$ cat src/verilog/init_seq_pkg.sv
// constants shared by the phase 2 nibble sequencer and its buffer
`default_nettype none
package init_seq_pkg;
	// register byte offsets
	localparam logic [7:0] CTRL_OFFSET       = 8'h00;
	localparam logic [7:0] STATUS_OFFSET     = 8'h04;
	localparam logic [7:0] USER_BASE_OFFSET  = 8'h10;
	localparam logic [7:0] SERIAL_OFFSET     = 8'h20;
	localparam logic [7:0] SERIAL_HI_OFFSET  = 8'h24;
	// control field positions
	localparam int CTRL_START_BIT  = 0;
	localparam int CTRL_EXTEND_BIT = 1;
	localparam int CTRL_SELECT_BIT = 2;
	localparam int CTRL_ASYNC_BIT  = 3;
	localparam int CTRL_RETRY_LSB  = 4;
	// reset values
	localparam logic [3:0]  RETRY_LIMIT_RESET = 4'h2;
	localparam logic [31:0] DATA_RESET        = 32'h0000_0000;
	// data-block count field
	localparam logic [7:0] BLOCK_COUNT_BASE     = 8'h20;
	localparam logic [7:0] BLOCK_COUNT_EXTENDED = 8'h30;
	localparam logic [5:0] LAST_NIBBLE_BASE     = 6'h1f;
	localparam logic [5:0] LAST_NIBBLE_EXTENDED = 6'h2f;
	// constant answer for reserved fields and suppressed results
	localparam logic [3:0] RESERVED_NIBBLE = 4'h0;
	localparam logic [3:0] INVALID_NIBBLE  = 4'h0;
	// ready messages at the end of self-test
	localparam logic [1:0] READY_MESSAGES = 2'h2;
	// stream word: page, nibble address, nibble
	localparam int WORD_WIDTH = 10;
endpackage : init_seq_pkg
`default_nettype wire

$ cat src/verilog/nibble_stream_if.sv
// valid/ready carrier for the outgoing nibble words
`timescale 1ns/1ps
`default_nettype none
interface nibble_stream_if #(parameter int WIDTH = 10);
	logic             valid;
	logic             ready;
	logic [WIDTH-1:0] data;
	modport source (output valid, output data, input ready);
	modport sink   (input valid, input data, output ready);
endinterface : nibble_stream_if
`default_nettype wire

$ cat src/verilog/two_entry_buffer.sv
// two-entry buffer; the head entry is the output flop
`timescale 1ns/1ps
`default_nettype none
module two_entry_buffer #(
	parameter int WIDTH = 10
) (
	input  wire logic             aclk,
	input  wire logic             aresetn,
	nibble_stream_if.sink         in,
	output var logic             out_valid,
	output var logic [WIDTH-1:0] out_data,
	input  wire logic             out_ready
);
	if (WIDTH < 1) begin : g_bad_width
		$error("buffer width must be positive");
	end

	logic             second_valid;
	logic [WIDTH-1:0] second_data;
	logic             push;
	logic             pop;

	// full when both entries hold words; this stalls the sequencer
	assign in.ready = !(out_valid && second_valid);
	assign push     = in.valid && in.ready;
	assign pop      = out_valid && out_ready;

	always_ff @(posedge aclk) begin
		if (!aresetn) begin
			out_valid <= 1'b0;
			out_data  <= '0;
		end else if (!out_valid || pop) begin
			out_valid <= second_valid || push;
			out_data  <= second_valid ? second_data : in.data;
		end
	end

	always_ff @(posedge aclk) begin
		if (!aresetn) begin
			second_valid <= 1'b0;
			second_data  <= '0;
		end else if (push && out_valid && !pop) begin
			second_valid <= 1'b1;
			second_data  <= in.data;
		end else if (pop) begin
			second_valid <= push && second_valid;
			second_data  <= in.data;
		end
	end
endmodule : two_entry_buffer
`default_nettype wire

$ cat src/verilog/init_phase2_sequencer.sv
// phase 2 initialization nibble sequencer with self-test tracking
// ************
// How it works
// ************
// How it works
// - after the first nibble a two-nibble block count goes out, 0x20 normally, 0x30 when extended.
// - nibbles D19 and D20 carry serial byte four or two user nibbles, chosen by the select bit.
// - D33 to D40 carry the four channel 0 results, high nibble before low nibble.
// - D41 to D48 carry the four channel 1 results in the same arrangement.
// - final results appear only when a channel passed before D33, whether on its first try or on a retry.
// - if a channel is still testing when D33 is due, its latest captured values go out.
// - if all retries failed before D33, the last failed attempt's values go out.
// - in asynchronous mode with the extension set, D33 and D34 are sent as zero.
// - reserved fields send fixed constants whatever the registers hold.
// - after start each channel self-tests and repeats a failed test up to the retry limit.
// - when both channels finish, two ready messages go out and both leave phase 3 together.
//
// The AXI4-Lite interface to the registers and the placing of the registers were chosen for this implementation.
`timescale 1ns/1ps
`default_nettype none
module init_phase2_sequencer (
	input  wire logic        aclk,
	input  wire logic        aresetn,
	// axi4-lite slave
	input  wire logic [7:0]  s_axi_awaddr,
	input  wire logic        s_axi_awvalid,
	output var logic         s_axi_awready,
	input  wire logic [31:0] s_axi_wdata,
	input  wire logic [3:0]  s_axi_wstrb,
	input  wire logic        s_axi_wvalid,
	output var logic         s_axi_wready,
	output var logic [1:0]   s_axi_bresp,
	output var logic         s_axi_bvalid,
	input  wire logic        s_axi_bready,
	input  wire logic [7:0]  s_axi_araddr,
	input  wire logic        s_axi_arvalid,
	output var logic         s_axi_arready,
	output var logic [31:0]  s_axi_rdata,
	output var logic [1:0]   s_axi_rresp,
	output var logic         s_axi_rvalid,
	input  wire logic        s_axi_rready,
	// self-test engine, same clock
	output var logic [1:0]   selftest_start,
	input  wire logic [1:0]  selftest_attempt_done,
	input  wire logic [1:0]  selftest_attempt_pass,
	input  wire logic [1:0]  selftest_result_valid,
	input  wire logic [31:0] selftest_result_chan0,
	input  wire logic [31:0] selftest_result_chan1,
	output var logic         sensor_ready_msg,
	output var logic         init_phase3_exit,
	// nibble stream to the slot encoder
	output var logic         tx_valid,
	output var logic [1:0]   tx_page,
	output var logic [3:0]   tx_addr,
	output var logic [3:0]   tx_nibble,
	input  wire logic        tx_ready
);
	// ************
	// registers
	// ************
	logic        init_block_count_extend;
	logic        serial_or_user_nibble_select;
	logic        async_mode;
	logic [3:0]  selftest_retry_limit;
	logic [7:0]  user_byte [16];
	logic [7:0]  serial_byte [5];
	logic [7:0]  part_code_byte_zero;
	logic [7:0]  part_code_byte_one;
	logic [31:0] chan_result [2];
	logic [1:0]  chan_done;
	logic [1:0]  chan_pass;
	logic [3:0]  chan_tries [2];
	logic        streaming;
	logic [5:0]  nibble_index;
	logic [1:0]  ready_left;

	logic [7:0]  aw_addr;
	logic [31:0] w_data;
	logic [3:0]  w_strb;
	logic        aw_held;
	logic        w_held;
	logic        do_write;
	logic        start_write;
	logic [31:0] read_word;

	assign do_write    = aw_held && w_held && !s_axi_bvalid;
	assign start_write = do_write && aw_addr == init_seq_pkg::CTRL_OFFSET && w_strb[0]
		&& w_data[init_seq_pkg::CTRL_START_BIT];

	// ************
	// axi4-lite write
	// ************
	always_ff @(posedge aclk) begin
		if (!aresetn) begin
			s_axi_awready <= 1'b1;
			aw_held       <= 1'b0;
			aw_addr       <= 8'h00;
		end else if (s_axi_awvalid && s_axi_awready) begin
			s_axi_awready <= 1'b0;
			aw_held       <= 1'b1;
			aw_addr       <= s_axi_awaddr;
		end else if (s_axi_bvalid && s_axi_bready) begin
			s_axi_awready <= 1'b1;
			aw_held       <= 1'b0;
		end
	end

	always_ff @(posedge aclk) begin
		if (!aresetn) begin
			s_axi_wready <= 1'b1;
			w_held       <= 1'b0;
			w_data       <= init_seq_pkg::DATA_RESET;
			w_strb       <= 4'h0;
		end else if (s_axi_wvalid && s_axi_wready) begin
			s_axi_wready <= 1'b0;
			w_held       <= 1'b1;
			w_data       <= s_axi_wdata;
			w_strb       <= s_axi_wstrb;
		end else if (s_axi_bvalid && s_axi_bready) begin
			s_axi_wready <= 1'b1;
			w_held       <= 1'b0;
		end
	end

	always_ff @(posedge aclk) begin
		if (!aresetn) begin
			s_axi_bvalid <= 1'b0;
			s_axi_bresp  <= 2'h0;
		end else if (do_write) begin
			s_axi_bvalid <= 1'b1;
			// unmapped writes are dropped but answered with slverr
			s_axi_bresp  <= (aw_addr == init_seq_pkg::CTRL_OFFSET
				|| (aw_addr >= init_seq_pkg::USER_BASE_OFFSET
				&& aw_addr <= init_seq_pkg::SERIAL_HI_OFFSET && aw_addr[1:0] == 2'h0))
				? 2'h0 : 2'h2;
		end else if (s_axi_bready) begin
			s_axi_bvalid <= 1'b0;
		end
	end

	always_ff @(posedge aclk) begin
		if (!aresetn) begin
			init_block_count_extend      <= 1'b0;
			serial_or_user_nibble_select <= 1'b0;
			async_mode                   <= 1'b0;
			selftest_retry_limit         <= init_seq_pkg::RETRY_LIMIT_RESET;
		end else if (do_write && aw_addr == init_seq_pkg::CTRL_OFFSET && w_strb[0]) begin
			init_block_count_extend      <= w_data[init_seq_pkg::CTRL_EXTEND_BIT];
			serial_or_user_nibble_select <= w_data[init_seq_pkg::CTRL_SELECT_BIT];
			async_mode                   <= w_data[init_seq_pkg::CTRL_ASYNC_BIT];
			selftest_retry_limit         <= w_data[init_seq_pkg::CTRL_RETRY_LSB +: 4];
		end
	end

	// user bytes four to a word, then serial and part code bytes
	genvar g;
	generate
		for (g = 0; g < 16; g++) begin : g_user
			always_ff @(posedge aclk) begin
				if (!aresetn) begin
					user_byte[g] <= 8'h00;
				end else if (do_write && w_strb[g % 4]
					&& aw_addr == init_seq_pkg::USER_BASE_OFFSET + 8'(4 * (g / 4))) begin
					user_byte[g] <= w_data[8 * (g % 4) +: 8];
				end
			end
		end
		for (g = 0; g < 4; g++) begin : g_serial
			always_ff @(posedge aclk) begin
				if (!aresetn) begin
					serial_byte[g] <= 8'h00;
				end else if (do_write && w_strb[g] && aw_addr == init_seq_pkg::SERIAL_OFFSET) begin
					serial_byte[g] <= w_data[8 * g +: 8];
				end
			end
		end
	endgenerate

	always_ff @(posedge aclk) begin
		if (!aresetn) begin
			serial_byte[4]      <= 8'h00;
			part_code_byte_zero <= 8'h00;
			part_code_byte_one  <= 8'h00;
		end else if (do_write && aw_addr == init_seq_pkg::SERIAL_HI_OFFSET) begin
			if (w_strb[0]) serial_byte[4] <= w_data[7:0];
			if (w_strb[1]) part_code_byte_zero <= w_data[15:8];
			if (w_strb[2]) part_code_byte_one <= w_data[23:16];
		end
	end

	// ************
	// axi4-lite read
	// ************
	always_comb begin
		read_word = 32'h0000_0000;
		case (s_axi_araddr)
			init_seq_pkg::CTRL_OFFSET:   read_word = {24'h0, selftest_retry_limit, async_mode,
				serial_or_user_nibble_select, init_block_count_extend, 1'b0};
			init_seq_pkg::STATUS_OFFSET: read_word = {18'h0, chan_tries[1], chan_tries[0],
				init_phase3_exit, streaming, chan_pass, chan_done};
			init_seq_pkg::USER_BASE_OFFSET:        read_word = {user_byte[3], user_byte[2],
				user_byte[1], user_byte[0]};
			init_seq_pkg::USER_BASE_OFFSET + 8'h4: read_word = {user_byte[7], user_byte[6],
				user_byte[5], user_byte[4]};
			init_seq_pkg::USER_BASE_OFFSET + 8'h8: read_word = {user_byte[11], user_byte[10],
				user_byte[9], user_byte[8]};
			init_seq_pkg::USER_BASE_OFFSET + 8'hc: read_word = {user_byte[15], user_byte[14],
				user_byte[13], user_byte[12]};
			init_seq_pkg::SERIAL_OFFSET: read_word = {serial_byte[3], serial_byte[2],
				serial_byte[1], serial_byte[0]};
			init_seq_pkg::SERIAL_HI_OFFSET: read_word = {8'h0, part_code_byte_one,
				part_code_byte_zero, serial_byte[4]};
			default: read_word = 32'h0000_0000;
		endcase
	end

	always_ff @(posedge aclk) begin
		if (!aresetn) begin
			s_axi_arready <= 1'b1;
			s_axi_rvalid  <= 1'b0;
			s_axi_rdata   <= init_seq_pkg::DATA_RESET;
			s_axi_rresp   <= 2'h0;
		end else if (s_axi_arvalid && s_axi_arready) begin
			s_axi_arready <= 1'b0;
			s_axi_rvalid  <= 1'b1;
			s_axi_rdata   <= read_word;
			s_axi_rresp   <= (s_axi_araddr > init_seq_pkg::SERIAL_HI_OFFSET
				|| s_axi_araddr[1:0] != 2'h0
				|| (s_axi_araddr > init_seq_pkg::STATUS_OFFSET
				&& s_axi_araddr < init_seq_pkg::USER_BASE_OFFSET)) ? 2'h2 : 2'h0;
		end else if (s_axi_rvalid && s_axi_rready) begin
			s_axi_arready <= 1'b1;
			s_axi_rvalid  <= 1'b0;
		end
	end

	// ************
	// per-channel self-test tracking
	// ************
	logic [31:0] result_in [2];
	assign result_in[0] = selftest_result_chan0;
	assign result_in[1] = selftest_result_chan1;

	generate
		for (g = 0; g < 2; g++) begin : g_chan
			always_ff @(posedge aclk) begin
				if (!aresetn) begin
					selftest_start[g] <= 1'b0;
					chan_done[g]      <= 1'b0;
					chan_pass[g]      <= 1'b0;
					chan_tries[g]     <= 4'h0;
				end else if (start_write) begin
					selftest_start[g] <= 1'b1;
					chan_done[g]      <= 1'b0;
					chan_pass[g]      <= 1'b0;
					chan_tries[g]     <= 4'h0;
				end else if (selftest_attempt_done[g] && !chan_done[g]) begin
					if (selftest_attempt_pass[g]) begin
						selftest_start[g] <= 1'b0;
						chan_done[g]      <= 1'b1;
						chan_pass[g]      <= 1'b1;
					end else if (chan_tries[g] >= selftest_retry_limit) begin
						selftest_start[g] <= 1'b0;
						chan_done[g]      <= 1'b1;
					end else begin
						selftest_start[g] <= 1'b1;
						chan_tries[g]     <= chan_tries[g] + 4'h1;
					end
				end else begin
					selftest_start[g] <= 1'b0;
				end
			end

			// latest capture is what field 10 sends; freezes once the channel is done
			always_ff @(posedge aclk) begin
				if (!aresetn) begin
					chan_result[g] <= init_seq_pkg::DATA_RESET;
				end else if (selftest_result_valid[g] && !chan_done[g]) begin
					chan_result[g] <= result_in[g];
				end
			end
		end
	endgenerate

	// both channels leave together; two ready messages on alternate cycles
	always_ff @(posedge aclk) begin
		if (!aresetn) begin
			init_phase3_exit <= 1'b0;
			ready_left       <= 2'h0;
			sensor_ready_msg <= 1'b0;
		end else if (start_write) begin
			init_phase3_exit <= 1'b0;
			ready_left       <= 2'h0;
			sensor_ready_msg <= 1'b0;
		end else if (chan_done == 2'b11 && !init_phase3_exit) begin
			init_phase3_exit <= 1'b1;
			ready_left       <= init_seq_pkg::READY_MESSAGES;
			sensor_ready_msg <= 1'b0;
		end else begin
			sensor_ready_msg <= ready_left != 2'h0 && !sensor_ready_msg;
			if (ready_left != 2'h0 && !sensor_ready_msg) ready_left <= ready_left - 2'h1;
		end
	end

	// ************
	// nibble sequencer
	// ************
	nibble_stream_if #(.WIDTH(init_seq_pkg::WORD_WIDTH)) seq_stream ();
	logic [3:0] nibble;
	logic [7:0] block_count;
	logic [7:0] result_byte;
	logic [5:0] last_index;

	assign block_count = init_block_count_extend ? init_seq_pkg::BLOCK_COUNT_EXTENDED
		: init_seq_pkg::BLOCK_COUNT_BASE;
	assign last_index  = init_block_count_extend ? init_seq_pkg::LAST_NIBBLE_EXTENDED
		: init_seq_pkg::LAST_NIBBLE_BASE;
	// results: channel picked by address bit 3, byte by bits 2:1
	assign result_byte = chan_result[nibble_index[3]][8 * (3 - nibble_index[2:1]) +: 8];

	always_comb begin
		nibble = init_seq_pkg::RESERVED_NIBBLE;
		if (nibble_index[5:4] == 2'h2) begin
			nibble = nibble_index[0] ? result_byte[3:0] : result_byte[7:4];
			if (async_mode && init_block_count_extend && nibble_index[3:1] == 3'h0) begin
				nibble = init_seq_pkg::INVALID_NIBBLE;
			end
		end else begin
			case (nibble_index[4:0])
				5'd0:  nibble = user_byte[0][7:4];
				5'd1:  nibble = block_count[7:4];
				5'd2:  nibble = block_count[3:0];
				5'd3:  nibble = user_byte[9][3:0];
				5'd4:  nibble = user_byte[9][7:4];
				5'd5:  nibble = user_byte[10][3:0];
				5'd6:  nibble = user_byte[10][7:4];
				5'd7:  nibble = user_byte[11][3:0];
				5'd8:  nibble = user_byte[11][7:4];
				5'd9:  nibble = user_byte[12][3:0];
				5'd10: nibble = user_byte[12][7:4];
				5'd11: nibble = user_byte[13][3:0];
				5'd12: nibble = user_byte[13][7:4];
				5'd13: nibble = user_byte[14][3:0];
				5'd14: nibble = user_byte[7][3:0];
				5'd15: nibble = user_byte[7][7:4];
				5'd16: nibble = user_byte[8][3:0];
				5'd17: nibble = user_byte[8][7:4];
				5'd18: nibble = serial_or_user_nibble_select ? user_byte[6][7:4]
					: serial_byte[4][7:4];
				5'd19: nibble = serial_or_user_nibble_select ? user_byte[14][7:4]
					: serial_byte[4][3:0];
				5'd20: nibble = serial_byte[3][7:4];
				5'd21: nibble = serial_byte[3][3:0];
				5'd22: nibble = serial_byte[2][7:4];
				5'd23: nibble = serial_byte[2][3:0];
				5'd24: nibble = serial_byte[1][7:4];
				5'd25: nibble = serial_byte[1][3:0];
				5'd26: nibble = serial_byte[0][7:4];
				5'd27: nibble = serial_byte[0][3:0];
				5'd28: nibble = part_code_byte_one[3:0];
				5'd29: nibble = part_code_byte_zero[7:4];
				5'd30: nibble = part_code_byte_zero[3:0];
				5'd31: nibble = user_byte[14][7:4];
				default: nibble = init_seq_pkg::RESERVED_NIBBLE;
			endcase
		end
	end

	// page and address are the index split; the address wraps per page
	assign seq_stream.valid = streaming;
	assign seq_stream.data  = {nibble_index[5:4], nibble_index[3:0], nibble};

	always_ff @(posedge aclk) begin
		if (!aresetn) begin
			streaming    <= 1'b0;
			nibble_index <= 6'h00;
		end else if (start_write) begin
			streaming    <= 1'b1;
			nibble_index <= 6'h00;
		end else if (streaming && seq_stream.ready) begin
			streaming    <= nibble_index != last_index;
			nibble_index <= nibble_index + 6'h01;
		end
	end

	logic [init_seq_pkg::WORD_WIDTH-1:0] tx_word;
	assign tx_page   = tx_word[9:8];
	assign tx_addr   = tx_word[7:4];
	assign tx_nibble = tx_word[3:0];

	two_entry_buffer #(.WIDTH(init_seq_pkg::WORD_WIDTH)) u_buffer (
		.aclk      (aclk),
		.aresetn   (aresetn),
		.in        (seq_stream),
		.out_valid (tx_valid),
		.out_data  (tx_word),
		.out_ready (tx_ready)
	);
endmodule : init_phase2_sequencer
`default_nettype wire

$ cat config.mk
export PLATFORM = sky130hd
export DESIGN_NAME = init_phase2_sequencer
export DESIGN_NICKNAME = d
export VERILOG_FILES = /design/src/verilog/init_seq_pkg.sv /design/src/verilog/nibble_stream_if.sv /design/src/verilog/two_entry_buffer.sv /design/src/verilog/init_phase2_sequencer.sv
export SDC_FILE = /design/constraint.sdc
export NUM_CORES = 1
export LEC_CHECK = 0
export ABC_AREA = 1
export BUFFER_PORTS_ARGS = -buffer_cell sky130_fd_sc_hd__buf_4
export CORE_UTILIZATION = 55
export CTS_CLUSTER_SIZE = 10
export DETAILED_ROUTE_END_ITERATION = 8
export HOLD_SLACK_MARGIN = 0.06
export PLACE_DENSITY = 0.77
export SYNTH_ARGS = -nofsm -noshare
export SYNTH_HDL_FRONTEND = slang
export SYNTH_SLANG_ARGS = --single-unit
$ cat constraint.sdc
create_clock -name aclk -period 4.9 [get_ports aclk]
set_input_delay 0.49 -clock aclk [delete_from_list [all_inputs] [get_ports aclk]]
set_output_delay 0.49 -clock aclk [all_outputs]
set_load 0.05 [all_outputs]
==> impl_metrics.env <==
export IMPL_r2r_cells=14
export IMPL_num_antenna_cells=0
export IMPL_ant_nets=0
export IMPL_p_leak_nw=8.699
export IMPL_wire_per_inst_um=21.07
export IMPL_cts_hold_buf=0
export IMPL_grt_usage=0.3453
export IMPL_post_route_util=0.6560
export IMPL_cp_data_required_time_ps=5370
export IMPL_final_hold_violation_count=0
export IMPL_yosys_register_bits=388
export IMPL_power_density_nw_per_um2=347.6
export IMPL_start_kind="flip-flop"
export IMPL_rsz0062_at_grt="no"
export IMPL_critPathKind="reg2reg"
export IMPL_syn_inst=2112
export IMPL_cts_sinks=388
export IMPL_fin_setup_tns_ps=0
export IMPL_yosysWarnings=0
export IMPL_postSynth_asyncResetShare=0
export IMPL_synth_distinct_cells=43
export IMPL_drv_cap=0
export IMPL_cts_tree="built"
export IMPL_grt_max_degree=91
export IMPL_period_minus_slack_ps=3388
export IMPL_cp_end_kind="flip-flop"
export IMPL_h_tree_depth=2
export IMPL_clock_fmax_mhz=295.2
export IMPL_gp_congestion=1.033
export IMPL_avgSynthCellArea_um2=8.510
export IMPL_ios=186
export IMPL_skew_ps=12.75
export IMPL_avgViaCountPerCell=5.822
export IMPL_io_buffers=183
export IMPL_rr_startpoint="nibble_index[1]"
export IMPL_die_h_um=182.8
export IMPL_drc_errors=0
export IMPL_clk_latency_ps=540
export IMPL_hpwl_um=42480
export IMPL_reg2reg_to="u_buffer.out_data[3]"
export IMPL_min_to="s_axi_rvalid"
export IMPL_reg2reg_slack_ps=1510
export IMPL_yosysSeqAreaShare=0.5659
export IMPL_worstHoldStart="s_axi_rready"
export IMPL_die_area_um2=33400
export IMPL_grt_pass1_vias=14640
export IMPL_ctsRootBufferMaster="clkbuf_16"
export IMPL_hold_depth=4
export IMPL_ir_drop_mv=0.2545
export IMPL_areaGrowthSynthToFinish_pct=16.37
export IMPL_drt_pass1_iterations=7
export IMPL_min_path_type="in2reg"
export IMPL_post_cts_resized=0
export IMPL_start_util=0.5637
export IMPL_fin_crit_sh=0.6914
export IMPL_overflow=0
export IMPL_status="completed"
export IMPL_drtIter0Drc=1890
export IMPL_grt_pass1_wl_um=86270
export IMPL_synth_flop_cell="edfxtp_1"
export IMPL_syn_area_um2=17970
export IMPL_drt_total_wl_um=57640
export IMPL_fp_row_count=65
export IMPL_worstPathMaxFanout=24
export IMPL_dieWidth_um=182.8
export IMPL_via_count=15930
export IMPL_max_slew_margin_rel=0.1712
export IMPL_cts_setup_buffers=0
export IMPL_clk_pin_slew_worst_paths_ps=60
export IMPL_worstPathArrival_ps=3860
export IMPL_grt_antenna_before_repair=0
export IMPL_numCtsBuffers=45
export IMPL_clockBufferDepth=3
export IMPL_maxSlewViolCount=0
export IMPL_final_layout_size_suffix_gt1_frac=0.1226
export IMPL_nets=2412
export IMPL_setup_viol=0
export IMPL_core_area_um2=31880
export IMPL_synth_edff_count=240
export IMPL_tightest_slew_ps=1239
## final cells by class
class	instances	area [um2]
tap	435	544.3
clock inverter	3	23.77
fill	2655	10970
multi-input combinational	1416	6573
clock buffer	80	1289
timing repair buffer	203	1524
sequential	388	10170
inverter	211	792.0
## cell usage after synthesis, drive strengths merged (14+ instances only)
cell type | number | area, um2
nand2 | 439 | 1658
nor2 | 384 | 1464
edfxtp | 240 | 7207
inv | 208 | 780.8
o21ai | 192 | 960.9
dfxtp | 148 | 2963
a21oi | 139 | 695.7
nand3 | 108 | 545.5
clkbuf | 59 | 221.5
nand4 | 54 | 337.8
buf | 39 | 222.7
ha | 17 | 212.7
o211ai | 14 | 105.1
## routing by layer
layer / up-vias / part of all wire / GRT usage
met2: 923 / 0.45 / 0.5376
met3: 124 / 0.10 / 0.05898
met1: 7527 / 0.42 / 0.4919
li1: 7355 / - / -
met4: 0 / 0.032 / 0.1133
met5: - / 0 / 0
## per-stage QoR
step | hold slack (ps) | std cells | power (W) | area, um2 | setup slack, ps
after global routing | 218.5 | 2736 | 0.007464 | 20920 | 1247
after floorplan | 425.6 | 2113 | 0.004034 | 17980 | 2500
final | 207.7 | 2736 | 0.007270 | 20920 | 1512
after global placement | 447.8 | 2653 | 0.004262 | 19600 | 1667
after CTS | 200.1 | 2736 | 0.007266 | 20920 | 1611
after detailed placement | 456.3 | 2653 | 0.004280 | 19600 | 1638
## cells in the final DEF (no fill, tap or decap), types with 3 or more instances in the layout
cell type	n
buf_4	203
a21oi_1	139
nand2_1	434
inv_2	7
edfxtp_1	240
ha_1	17
nand3_1	107
a32o_1	4
nor3_1	10
o221ai_1	5
clkbuf_1	33
nor2_1	379
a22o_1	9
nand4_1	54
inv_1	201
o2111ai_1	9
nand2_2	5
o211ai_1	14
nor3_2	3
nor2_2	3
o22ai_1	3
o21ai_0	188
clkbuf_16	46
or2_2	3
dfxtp_1	148
nor4_4	4
o21ai_1	4
clkinv_1	3
xor2_1	4
## cells by family (layout without fill, tap and decap cells)
logic type | after synthesis | after routing | synth area share
DFF | 388 | 388 | 0.5659
and+or+nand+nor | 1008 | 1008 | 0.2341
buffers and inverters | 309 | 497 | 0.06878
AOI/OAI and AO/OA | 383 | 383 | 0.1163
adders and majority gates | 17 | 17 | 0.01183
other | 1 | 2 | 0.0002087
xor gates and xnor gates | 6 | 6 | 0.002924
## registers in the layout, summed over array words and instances (netlist names), 10 cells and up, named ones only
| register | cells |
|---|---|
| chan_result | 64 |
| s_axi_rdata | 32 |
| serial_byte | 40 |
| u_buffer.out_data | 10 |
| u_buffer.second_data | 10 |
| user_byte | 128 |
| w_data | 32 |
## where the power goes
group / internal, W / switching (W) / total [W]
combinational: 0.000164 / 0.000361 / 0.000525
clock: 0.00177 / 0.00128 / 0.00305
sequential: 0.00361 / 0.0000801 / 0.00369
total: 0.00555 / 0.00172 / 0.00727
## how the worst max path moves through the flow
| stage | slack [ps] | to | startpoint | cells after the start |
|---|---|---|---|---|
| floorplan | 2500 | chan_result[0][0] | aresetn | 4 |
| global placement | 1670 | u_buffer.out_data[2] | nibble_index[1] | 14 |
| detailed placement | 1640 | u_buffer.out_data[2] | nibble_index[1] | 14 |
| CTS | 1610 | u_buffer.out_data[3] | nibble_index[1] | 14 |
| global route | 1250 | u_buffer.out_data[2] | nibble_index[1] | 14 |
| finish | 1510 | u_buffer.out_data[3] | nibble_index[1] | 14 |
## critical path, cell delays in order (launching register included)
cell and delay [ps]:
dfxtp_1 490, inv_1 620, ha_1 850, inv_1 200, nor3_2 320, nand2_1 110, o21ai_0 100, nor2_1 90
nand2_1 60, nor2_1 40, nand2_1 60, nand2_1 80, nand2_1 90, nand2_1 50, a21oi_1 150
(Power assumes the default switching activity.)
